### config.mk
export PLATFORM = sky130hd
export DESIGN_NAME = adc_channel_config_regs
export DESIGN_NICKNAME = d
export VERILOG_FILES = /design/src/rtl/cfg_regs_pkg.sv /design/src/rtl/adc_channel_config_regs.sv
export SDC_FILE = /design/constraint.sdc
export NUM_CORES = 1
export LEC_CHECK = 0
export ABC_AREA = 1
export BUFFER_PORTS_ARGS = -buffer_cell sky130_fd_sc_hd__buf_2
export CORE_ASPECT_RATIO = 0.7
export CORE_MARGIN = 2
export CORE_UTILIZATION = 45
export DETAILED_ROUTE_END_ITERATION = 8
export GPL_TIMING_DRIVEN = 0
export HOLD_SLACK_MARGIN = 0.1
export PLACE_DENSITY = 0.64
export SYNTH_ARGS = -nofsm -noshare
export SYNTH_HDL_FRONTEND = slang
export SYNTH_SLANG_ARGS = --single-unit
### constraint.sdc
create_clock -name clk_sys_in -period 9.9 [get_ports clk_sys_in]
set_input_delay 2.475 -clock clk_sys_in [delete_from_list [all_inputs] [get_ports clk_sys_in]]
set_output_delay 2.475 -clock clk_sys_in [all_outputs]
set_load 0.01 [all_outputs]
### src/rtl/cfg_regs_pkg.sv
/*
 * constants, register map and carrier types for the converter configuration bank.
 * assumes a single synchronous clock domain shared with the serial control port decoder.
 */
package cfg_regs_pkg;
    localparam int          ADDR_W          = 8;
    localparam int          DATA_W          = 8;
    localparam int          SAMPLE_W        = 12;
    localparam int          NUM_CH          = 4;
    // register offsets
    localparam logic [7:0]  ADDR_INDEX      = 8'h05;
    localparam logic [7:0]  ADDR_MODES      = 8'h08;
    localparam logic [7:0]  ADDR_CLOCK      = 8'h09;
    localparam logic [7:0]  ADDR_TEST       = 8'h0D;
    localparam logic [7:0]  ADDR_OUTFMT     = 8'h14;
    localparam logic [7:0]  ADDR_COMMIT     = 8'hFF;
    // reset values
    localparam logic [7:0]  RST_INDEX       = 8'h0F;
    localparam logic [7:0]  RST_MODES       = 8'h00;
    localparam logic [7:0]  RST_CLOCK       = 8'h01;
    localparam logic [7:0]  RST_TEST        = 8'h00;
    localparam logic [7:0]  RST_OUTFMT      = 8'h00;
    localparam logic [7:0]  RST_COMMIT      = 8'h00;
    // writable bit masks, reserved bits stay zero
    localparam logic [7:0]  MASK_INDEX      = 8'h3F;
    localparam logic [7:0]  MASK_MODES      = 8'h07;
    localparam logic [7:0]  MASK_CLOCK      = 8'h01;
    localparam logic [7:0]  MASK_TEST       = 8'h3F;
    localparam logic [7:0]  MASK_OUTFMT     = 8'h47;
    // field positions
    localparam int          IDX_DCO_BIT     = 5;
    localparam int          IDX_FCO_BIT     = 4;
    localparam int          TST_LONG_HOLD   = 5;
    localparam int          TST_SHORT_HOLD  = 4;
    localparam int          FMT_LOWSWING    = 6;
    localparam int          FMT_INVERT      = 2;
    localparam int          COMMIT_BIT      = 0;
    localparam int          DCS_BIT         = 0;
    // pseudorandom generator shapes
    localparam int          LONG_STAGES     = 23;
    localparam int          LONG_TAP        = 18;
    localparam int          SHORT_STAGES    = 9;
    localparam int          SHORT_TAP       = 5;
    // sample patterns
    localparam logic [11:0] PAT_MID         = 12'h800;
    localparam logic [11:0] PAT_POSFS       = 12'hFFF;
    localparam logic [11:0] PAT_NEGFS       = 12'h000;
    localparam logic [11:0] PAT_CHECK_A     = 12'hAAA;
    localparam logic [11:0] PAT_CHECK_B     = 12'h555;
    localparam logic [11:0] PAT_SYNC        = 12'h03F;
    localparam logic [11:0] PAT_ONEHIGH     = 12'h800;
    localparam logic [11:0] PAT_MIXED_A     = 12'hA33;
    localparam logic [11:0] PAT_MIXED_B     = 12'h000;
    localparam logic [11:0] SIGN_FLIP       = 12'h800;
    localparam logic [1:0]  FMT_OFFSET_BIN  = 2'h0;
    localparam logic [1:0]  FMT_TWOS        = 2'h1;
    localparam logic [2:0]  MODE_RUN        = 3'h0;

    typedef enum logic [3:0] {
        TEST_OFF      = 4'h0,
        TEST_MID      = 4'h1,
        TEST_POSFS    = 4'h2,
        TEST_NEGFS    = 4'h3,
        TEST_CHECKER  = 4'h4,
        TEST_PN_LONG  = 4'h5,
        TEST_PN_SHORT = 4'h6,
        TEST_WORD_TGL = 4'h7,
        TEST_USER     = 4'h8,
        TEST_BIT_TGL  = 4'h9,
        TEST_SYNC     = 4'hA,
        TEST_ONE_HIGH = 4'hB,
        TEST_MIXED    = 4'hC
    } test_mode_type;

    // one register write from the serial port decoder
    typedef struct packed {
        logic              wr;
        logic [ADDR_W-1:0] addr;
        logic [DATA_W-1:0] data;
    } reg_write_type;

    // active settings of one data channel
    typedef struct packed {
        logic [2:0] modes;
        logic       dcs_on;
        logic [5:0] test;
        logic [6:0] outfmt;
    } chan_cfg_type;
endpackage

### src/rtl/adc_channel_config_regs.sv
/*
 * staged/active configuration bank with index-steered writes, commit strobe and
 * per-channel test pattern generation toward the serial outputs.
 * assumes the serial port decoder sits on clk_sys_in and presents one write per pulse;
 * conversion samples arrive on the same clock.
 */
`timescale 1ns/1ps
// Function
// - index bits 3:0 enable channels A..D as write targets, reset 0x0F.
// - index bit 5 picks data clock lane, bit 4 frame clock lane; reset off.
// - writes only land in units whose index bits are set; host sets index first.
// - commit bit at FF copies staged values into active registers; resets 0x00.
// - clock register bit 0 enables duty stabilizer, reset 0x01.
// - test codes 0 off, 1 midscale, 2 +full, 3 -full, 4 checkerboard.
// - code 5 long 23-stage sequence, code 6 short 9-stage sequence.
// - codes 7..C word toggle, user, bit toggle, sync, one-high, mixed frequency.
// - test codes 1..C replace conversion results with test data; codes D..F pass samples.
// - test bits 5 and 4 hold long and short generators in reset.
// - mixed frequency pattern follows the current output format.
// - output bit 6 picks standard (0) or reduced-swing (1) signalling.
// - output bit 2 inverts output data.
// - output bits 1:0: 00 offset binary, 01 twos complement.
module adc_channel_config_regs
    import cfg_regs_pkg::*;
#(
    parameter int CHANNELS = cfg_regs_pkg::NUM_CH
)
(
    input  wire logic                                     clk_sys_in,
    input  wire logic                                     rst_in,
    input  wire cfg_regs_pkg::reg_write_type              reg_write_in,
    input  wire logic [cfg_regs_pkg::ADDR_W-1:0]          rd_addr_in,
    input  wire logic [CHANNELS*cfg_regs_pkg::SAMPLE_W-1:0] sample_in,
    input  wire logic [15:0]                              user_pattern_in,
    output logic [cfg_regs_pkg::DATA_W-1:0]               rd_data_out,
    output logic [CHANNELS*cfg_regs_pkg::SAMPLE_W-1:0]    data_out,
    output logic [CHANNELS-1:0]                           dcs_enable_out,
    output logic [CHANNELS-1:0]                           low_swing_out,
    output logic [CHANNELS*3-1:0]                         run_mode_out,
    output logic [1:0]                                    clock_lane_low_swing_out,
    output logic [1:0]                                    clock_lane_invert_out
);
    import cfg_regs_pkg::*;

    // index register and per-unit staged/active copies; units 0..3 data, 4 frame, 5 data clock
    localparam int UNITS = CHANNELS + 2;
    logic [7:0]         index_q;
    logic [7:0]         commit_q;
    chan_cfg_type       staged_q [UNITS];
    chan_cfg_type       active_q [UNITS];
    logic [LONG_STAGES-1:0]  long_q  [CHANNELS];
    logic [SHORT_STAGES-1:0] short_q [CHANNELS];
    logic               toggle_q;

    // write decode
    wire wr_index  = reg_write_in.wr && (reg_write_in.addr == ADDR_INDEX);
    wire wr_commit = reg_write_in.wr && (reg_write_in.addr == ADDR_COMMIT);
    wire wr_modes  = reg_write_in.wr && (reg_write_in.addr == ADDR_MODES);
    wire wr_clock  = reg_write_in.wr && (reg_write_in.addr == ADDR_CLOCK);
    wire wr_test   = reg_write_in.wr && (reg_write_in.addr == ADDR_TEST);
    wire wr_outfmt = reg_write_in.wr && (reg_write_in.addr == ADDR_OUTFMT);
    wire do_commit = wr_commit && reg_write_in.data[COMMIT_BIT];
    wire [UNITS-1:0] unit_sel = {index_q[IDX_DCO_BIT], index_q[IDX_FCO_BIT],
                                 index_q[CHANNELS-1:0]};

    // index and commit registers; commit bit is never stored and always reads back zero
    always_ff @(posedge clk_sys_in)
    begin
        if (rst_in)
        begin
            index_q  <= RST_INDEX;
            commit_q <= RST_COMMIT;
        end
        else
        begin
            if (wr_index)
                index_q <= reg_write_in.data & MASK_INDEX;
            commit_q <= RST_COMMIT;
        end
    end

    // staged and active copies per unit
    genvar u;
    generate
        for (u = 0; u < UNITS; u++)
        begin : g_unit
            chan_cfg_type staged_d;
            always_comb
            begin
                staged_d = staged_q[u];
                if (unit_sel[u])
                begin
                    if (wr_modes)
                        staged_d.modes = reg_write_in.data[2:0] & MASK_MODES[2:0];
                    if (wr_clock)
                        staged_d.dcs_on = reg_write_in.data[DCS_BIT];
                    if (wr_test)
                        staged_d.test = reg_write_in.data[5:0] & MASK_TEST[5:0];
                    if (wr_outfmt)
                        staged_d.outfmt = reg_write_in.data[6:0] & MASK_OUTFMT[6:0];
                end
            end
            always_ff @(posedge clk_sys_in)
            begin
                if (rst_in)
                begin
                    staged_q[u] <= '{modes: MODE_RUN, dcs_on: RST_CLOCK[DCS_BIT],
                                     test: RST_TEST[5:0], outfmt: RST_OUTFMT[6:0]};
                    active_q[u] <= '{modes: MODE_RUN, dcs_on: RST_CLOCK[DCS_BIT],
                                     test: RST_TEST[5:0], outfmt: RST_OUTFMT[6:0]};
                end
                else
                begin
                    staged_q[u] <= staged_d;
                    if (do_commit)
                        active_q[u] <= staged_d;
                end
            end
        end
    endgenerate

    // checkerboard/word toggle/user/mixed pattern phase
    always_ff @(posedge clk_sys_in)
    begin
        if (rst_in)
            toggle_q <= 1'b0;
        else
            toggle_q <= ~toggle_q;
    end

    // per-channel generators and output mux
    genvar c;
    generate
        for (c = 0; c < CHANNELS; c++)
        begin : g_chan
            chan_cfg_type   cfg;
            test_mode_type  tmode;
            logic [11:0]    pat;
            logic [11:0]    fmt_word;
            logic [11:0]    out_d;
            logic [11:0]    samp;
            logic [11:0]    out_q;
            assign cfg   = active_q[c];
            assign tmode = test_mode_type'(cfg.test[3:0]);
            assign samp  = sample_in[c*SAMPLE_W +: SAMPLE_W];

            // generators restart from all ones while held
            always_ff @(posedge clk_sys_in)
            begin
                if (rst_in || cfg.test[TST_LONG_HOLD])
                    long_q[c] <= '1;
                else
                    long_q[c] <= {long_q[c][LONG_STAGES-2:0],
                                  long_q[c][LONG_STAGES-1] ^ long_q[c][LONG_TAP-1]};
                if (rst_in || cfg.test[TST_SHORT_HOLD])
                    short_q[c] <= '1;
                else
                    short_q[c] <= {short_q[c][SHORT_STAGES-2:0],
                                   short_q[c][SHORT_STAGES-1] ^ short_q[c][SHORT_TAP-1]};
            end

            // pattern select
            always_comb
            begin
                unique case (tmode)
                    TEST_OFF:      pat = samp;
                    TEST_MID:      pat = PAT_MID;
                    TEST_POSFS:    pat = PAT_POSFS;
                    TEST_NEGFS:    pat = PAT_NEGFS;
                    TEST_CHECKER:  pat = toggle_q ? PAT_CHECK_B : PAT_CHECK_A;
                    TEST_PN_LONG:  pat = long_q[c][SAMPLE_W-1:0];
                    TEST_PN_SHORT: pat = {short_q[c], short_q[c][SAMPLE_W-SHORT_STAGES-1:0]};
                    TEST_WORD_TGL: pat = toggle_q ? PAT_POSFS : PAT_NEGFS;
                    TEST_USER:     pat = toggle_q ? user_pattern_in[15:4] : user_pattern_in[11:0];
                    TEST_BIT_TGL:  pat = PAT_CHECK_A;
                    TEST_SYNC:     pat = PAT_SYNC;
                    TEST_ONE_HIGH: pat = PAT_ONEHIGH;
                    TEST_MIXED:    pat = toggle_q ? PAT_MIXED_B : PAT_MIXED_A;
                    default:       pat = samp;
                endcase
            end

            // twos complement applies to code 0 samples and the mixed pattern only; inversion applies to every word
            wire use_fmt = (tmode == TEST_OFF) || (tmode == TEST_MIXED);
            wire twos    = (cfg.outfmt[1:0] == FMT_TWOS);
            assign fmt_word = (use_fmt && twos) ? (pat ^ SIGN_FLIP) : pat;
            assign out_d    = cfg.outfmt[FMT_INVERT] ? ~fmt_word : fmt_word;

            always_ff @(posedge clk_sys_in)
            begin
                if (rst_in)
                    out_q <= PAT_NEGFS;
                else
                    out_q <= out_d;
            end

            assign data_out[c*SAMPLE_W +: SAMPLE_W] = out_q;
            assign dcs_enable_out[c] = cfg.dcs_on;
            assign low_swing_out[c]  = cfg.outfmt[FMT_LOWSWING];
            assign run_mode_out[c*3 +: 3] = cfg.modes;
        end
    endgenerate

    // clock lane settings, index 0 frame clock, 1 data clock
    assign clock_lane_low_swing_out = {active_q[CHANNELS+1].outfmt[FMT_LOWSWING],
                                       active_q[CHANNELS].outfmt[FMT_LOWSWING]};
    assign clock_lane_invert_out    = {active_q[CHANNELS+1].outfmt[FMT_INVERT],
                                       active_q[CHANNELS].outfmt[FMT_INVERT]};

    // readback shows the lowest selected data channel's staged copy
    logic [2:0] rd_unit;
    always_comb
    begin
        rd_unit = 3'h0;
        for (int i = CHANNELS - 1; i >= 0; i--)
            if (index_q[i])
                rd_unit = 3'(i);
    end
    wire chan_cfg_type rd_cfg = staged_q[rd_unit];
    always_comb
    begin
        unique case (rd_addr_in)
            ADDR_INDEX:  rd_data_out = index_q;
            ADDR_MODES:  rd_data_out = {5'h00, rd_cfg.modes};
            ADDR_CLOCK:  rd_data_out = {7'h00, rd_cfg.dcs_on};
            ADDR_TEST:   rd_data_out = {2'h0, rd_cfg.test};
            ADDR_OUTFMT: rd_data_out = {1'b0, rd_cfg.outfmt};
            ADDR_COMMIT: rd_data_out = commit_q;
            default:     rd_data_out = 8'h00;
        endcase
    end
endmodule

Word level (Yosys, flattened, before mapping). Memory sizes are Yosys's and may differ from the RTL's. Cells that the tools add are included. Widths: inputs -> output; s select.

Register bits after elaboration: 55. Bits in writable memories: 332. Output and inout bits: 80. Memories kept: 4.

Memories: active_q (words 6, width 17, rd ports 6, clocked after memory_dff 0, write ports 6, line adc_channel_config_regs.sv:50) `chan_cfg_type active_q [UNITS];`; staged_q (words 6, width 17, rd ports 7, clocked after memory_dff 0, write ports 6, line adc_channel_config_regs.sv:49) `chan_cfg_type staged_q [UNITS];`; long_q (words 4, width 23, rd ports 4, clocked after memory_dff 0, write ports 4, line adc_channel_config_regs.sv:51) `logic [LONG_STAGES-1:0] long_q [CHANNELS];`; short_q (words 4, width 9, rd ports 4, clocked after memory_dff 0, write ports 4, line adc_channel_config_regs.sv:52) `logic [SHORT_STAGES-1:0] short_q [CHANNELS];`.

Equality and inequality tests: 63. Mux-type cells: 101. Bitwise operators: 37. Reductions and logical operators: 31.

Operators by type and width (count): $pmux 12 s11 (4); $mux 17 (18); $mux 12 (12); $mux 23 (4); $eq 4x4->1 const B (20); $eq 4x3->1 const B (16); $eq 8x4->1 const B (6); $not 12->12 (4); $mux 7 (6); $mux 1 (36); $mux 6 (6); $mux 9 (4); $pmux 7 s5 (1); $eq 4x2->1 const B (8); $mux 3 (9); $or 1x1->1 (20); $eq 4x1->1 const B (4); $eq 8x3->1 const B (2); $eq 8x5->1 const B (2); $logic_not 4->1 (4); $logic_or 1x1->1 (12); $logic_and 1x1->1 (11); $eq 2x1->1 const B (4); $eq 8x8->1 const B (1); 4 further kinds (18).

Longest topological paths before layout. An unclocked memory read counts as a cell.

Word-level depth: 8. Mapped depth: 12. Gate-level depth less buffers: 12.

Least setup slack after synthesis. No wires, ideal clock.

Path kind: input -> output. Start point: in rd_addr_in[7] in the netlist's numbering. End point: out rd_data_out[1] in the netlist's numbering. Data arrival time: 3476 ps. Path slack: 3949 ps. Cell stages on the path: 5. Buffers on the path: 0. Path through: nor2_1 > nand2_1 > nor4_1 > nand3_1 > nand4_1.

Word-level cells in the longest chain between the ends: 2.

RTL lines: start: declaration (line adc_channel_config_regs.sv:32) `input wire logic [cfg_regs_pkg::ADDR_W-1:0] rd_addr_in,`; $eq 8x5->1, or another cell as far along (line adc_channel_config_regs.sv:222) `unique case (rd_addr_in)`; $pmux 7 s5 (*) (line adc_channel_config_regs.sv:222); end: declaration (line adc_channel_config_regs.sv:35) `output logic [cfg_regs_pkg::DATA_W-1:0] rd_data_out,`.

Mark *: on every way between the ends. The rest lies on a longest branch, timed or not.

Worst setup path in the final report.
Start point: in rd_addr_in[7] in the netlist's numbering. End point: out rd_data_out[3] in the netlist's numbering.

The elaborated chain is that of the path after synthesis.

==> results.md <==
- Critical path class: in -> out
- Fin crit period: 6638 ps
- Setup bufs post-CTS: 0
- Met3 Use GR: 0.05866
- Status: completed
- Max cap viols: 0
- Hold Vio Cnt, Final: 0
- Row Count: 54
- Syn nets: 2088
- Global-route wire length before repair: 67.43 mm
- Post-Synthesis Cells: about 2.0k
- Die area: 32780 µm²
- Fmax: 150.7 MHz
- Setup TNS: 0 ps
- # diodes: 0
- Most Crowded Layer GR: met1
- Hold Crit Start: long_q[2][13]
- Layout area overhead: 17.03%
- Ys flop type: dfxtp_1
- CTS tree: done
- Vias: ~13k
- Chip Width: 215.6 µm
- Placed cell area: 15470 µm²
- Final Cycle Share: 0.6705
- Synthesized area: 14100 µm²
- Die span in y: 152.1 µm
- Final Skew: 14.97 ps
- Min-Delay Endpoint: long_q[2][14]
- Largest family of logic cells by synthesized area: simple AND/OR/NAND/NOR gates
- EDFF count, synth: 60
- Proportion of layout cells with a drive suffix above 1: 0.1355
- Hold Buf Count CTS: 0
- Detail Route Antenna Nets: 0
- H-Tree Depth: 1
- Syn avg cell area: just over 7 µm²
- Final WL: about 44 mm
- Worst hold path type: reg -> reg
- GRT Total Usage: 0.2617
- Initial drt markers: 1339
- Worst Max-Slew Pin Slew: between 1000 and 1500 ps
- Clock Latency Late Sink: 570 ps
- Synth unique cells: 36
- Worst Path Required: 7430 ps
- Hold slack: 408.5 ps
- Via density: 5.026
- Post-synth ARST share: 0
- Post-synthesis mux area share: 0
- I/O Buffers: 167
- Fin util: 0.5320
- Sequential element share of the synthesized area: 0.4899
- VDD IR max: 0.0001238 V
- Post-synthesis adder-cell area fraction: 0
- Worst EP arrival: 4160 ps
- Crit path launch type: input port
- Gr ovfl total: 0
- First-pass detailed-route iteration total: 5
- P_leak: 8.612 nW
- Worst-path clk slew: roughly 60 ps
- Worst r2r src: toggle_q
- Ports: about 170
- Num CTS Buffers: 31
- Pwr/cell area: between 150 and 200 nW/µm²
- Yosys reg bits: 315
- Root Buffer: clkbuf_16
- # setup viols final: 0
- Met2 Use GR: 0.3814
- Post-synthesis compound-gate area fraction: 0.06532
- Worst hold path depth: 2
- Nets: 2288
- Antenna violations before repair: 0
- Drt drc: 0
- Bufs on Longest Clock Path: 3
- RSZ-0062 raised after global routing: false
- Starting Density: 0.4546
- Max Fanout on Critical Path: 6
- Register-to-register path setup slack: about 7500 ps
- Core region area: 31010 µm²
- CP Capture Type: primary output
- Largest net degree at the start of global routing: 61
- Met1 Use GR: 0.3953
- Relative slew margins: 0.1010
- Vias in the first global route: 12.24k
- Synth warnings: 0
- Finished Cell Area: 16500 µm²
- DP HPWL: 33.25 mm
- Drt wl/cell: 16.54 µm
- Xor/xnor share of the synthesized area: 0.006212
- Worst r2r path cells: 9
- Clock sink total: around 320
- Post-cts sizing count: 0
- Total Power: roughly 2.8 mW
- Reg2Reg Capture Point: g_chan[3].out_q[1]
- Simple-gate share of the synthesized area: 0.3345
- Final slew viol count: 0
- Gpl congestion: 0.9579
## cell families after synthesis
logic type / Yosys count
flip-flops: 315
XOR/XNOR: 10
buffers and inverters: 357
AO/OA/AOI/OAI: 172
AND/OR/NAND/NOR: 1142
other: 1
## per-layer routing
layer | wire length [µm] | vias to the layer above
met5 | 0 | -
met4 | 893 | 0
met3 | 3971 | 70
met2 | 17790 | 522
met1 | 21030 | 6098
li1 | - | 6583
## worst max path at each step
stage                  start             end  slack (ps)  depth (start not counted)
3_5_place_dp   rd_addr_in[7]  rd_data_out[1]        3260                          7
6_report       rd_addr_in[7]  rd_data_out[3]        3260                          7
3_3_place_gp   rd_addr_in[7]  rd_data_out[3]        3270                          7
5_1_grt        rd_addr_in[7]  rd_data_out[4]        3040                          7
2_1_floorplan  rd_addr_in[7]  rd_data_out[1]        3950                          5
4_1_cts        rd_addr_in[7]  rd_data_out[3]        3260                          7
## cell usage in the layout, fill, tap and decap left out, drive strengths merged, types with 4 or more instances in the layout
cell and instances:
clkbuf 82, or2 19, dfxtp 255, a31oi 9, nor4 5, o211ai 10, xnor2 7, edfxtp 60
nor3 39, inv 284, nand4 20, nor2 337, o21ai 114, nand2 590, a22oi 4, buf 210
nand3 120, a21oi 34, nand3b 11
## flip-flops by register name (all words and copies together) (netlist names), named ones only
register / flops
index_q: 6
g_chan.out_q: 48
staged_q: 60
active_q: 60
long_q: 92
toggle_q: 1
short_q: 36
## power breakdown
group	leakage (nW)	total [mW]	switching, mW	internal, mW
Clock	0.504	1.19	0.504	0.689
Sequential	2.68	1.35	0.0118	1.33
Combinational	5.43	0.238	0.163	0.0751
## stage by stage
step / cells / setup slack, ps
finish: 2641 / 3262
CTS: 2641 / 3259
global route: 2641 / 3036
global placement: 2584 / 3273
detailed placement: 2584 / 3264
floorplan: 1997 / 3949
## worst max-delay path: stages
cell and delay (ps):
buf_2 90, nor2_1 120, nand2_1 110, nor4_1 850, nand3_1 200, nand3_1 170, buf_2 140
## cell usage after synthesis, types with 3 or more instances
cell type,instances,area (µm²)
xor2_1,3,26.28
inv_2,6,22.52
a21oi_1,34,170.2
nand4_1,20,125.1
inv_1,275,1032
nand2_2,6,37.54
nand3_1,118,590.6
xnor2_1,7,61.31
buf_4,24,180.2
nor3_1,39,195.2
a31oi_1,9,56.30
nand3b_1,11,82.58
nor2_2,9,56.30
buf_1,4,15.01
nor2_1,327,1227
or2_2,19,118.9
o21ai_0,111,555.5
o211ai_1,10,75.07
edfxtp_1,60,1802
clkbuf_1,32,120.1
nor4_1,3,18.77
buf_2,13,65.06
nand2_1,584,2192
dfxtp_1,255,5105
a22oi_1,4,30.03
## layout make-up
class / count / area, µm²
clock inverter: 7 / 72.57
multi-input combinational: 1325 / 5736
clock buffer: 50 / 959.7
inverter: 282 / 1061
sequential: 315 / 6907
tap: 420 / 525.5
fill: 3092 / 14510
buffer: 75 / 402.9
timing repair buffer: 167 / 835.8
(Power assumes the default switching activity.)
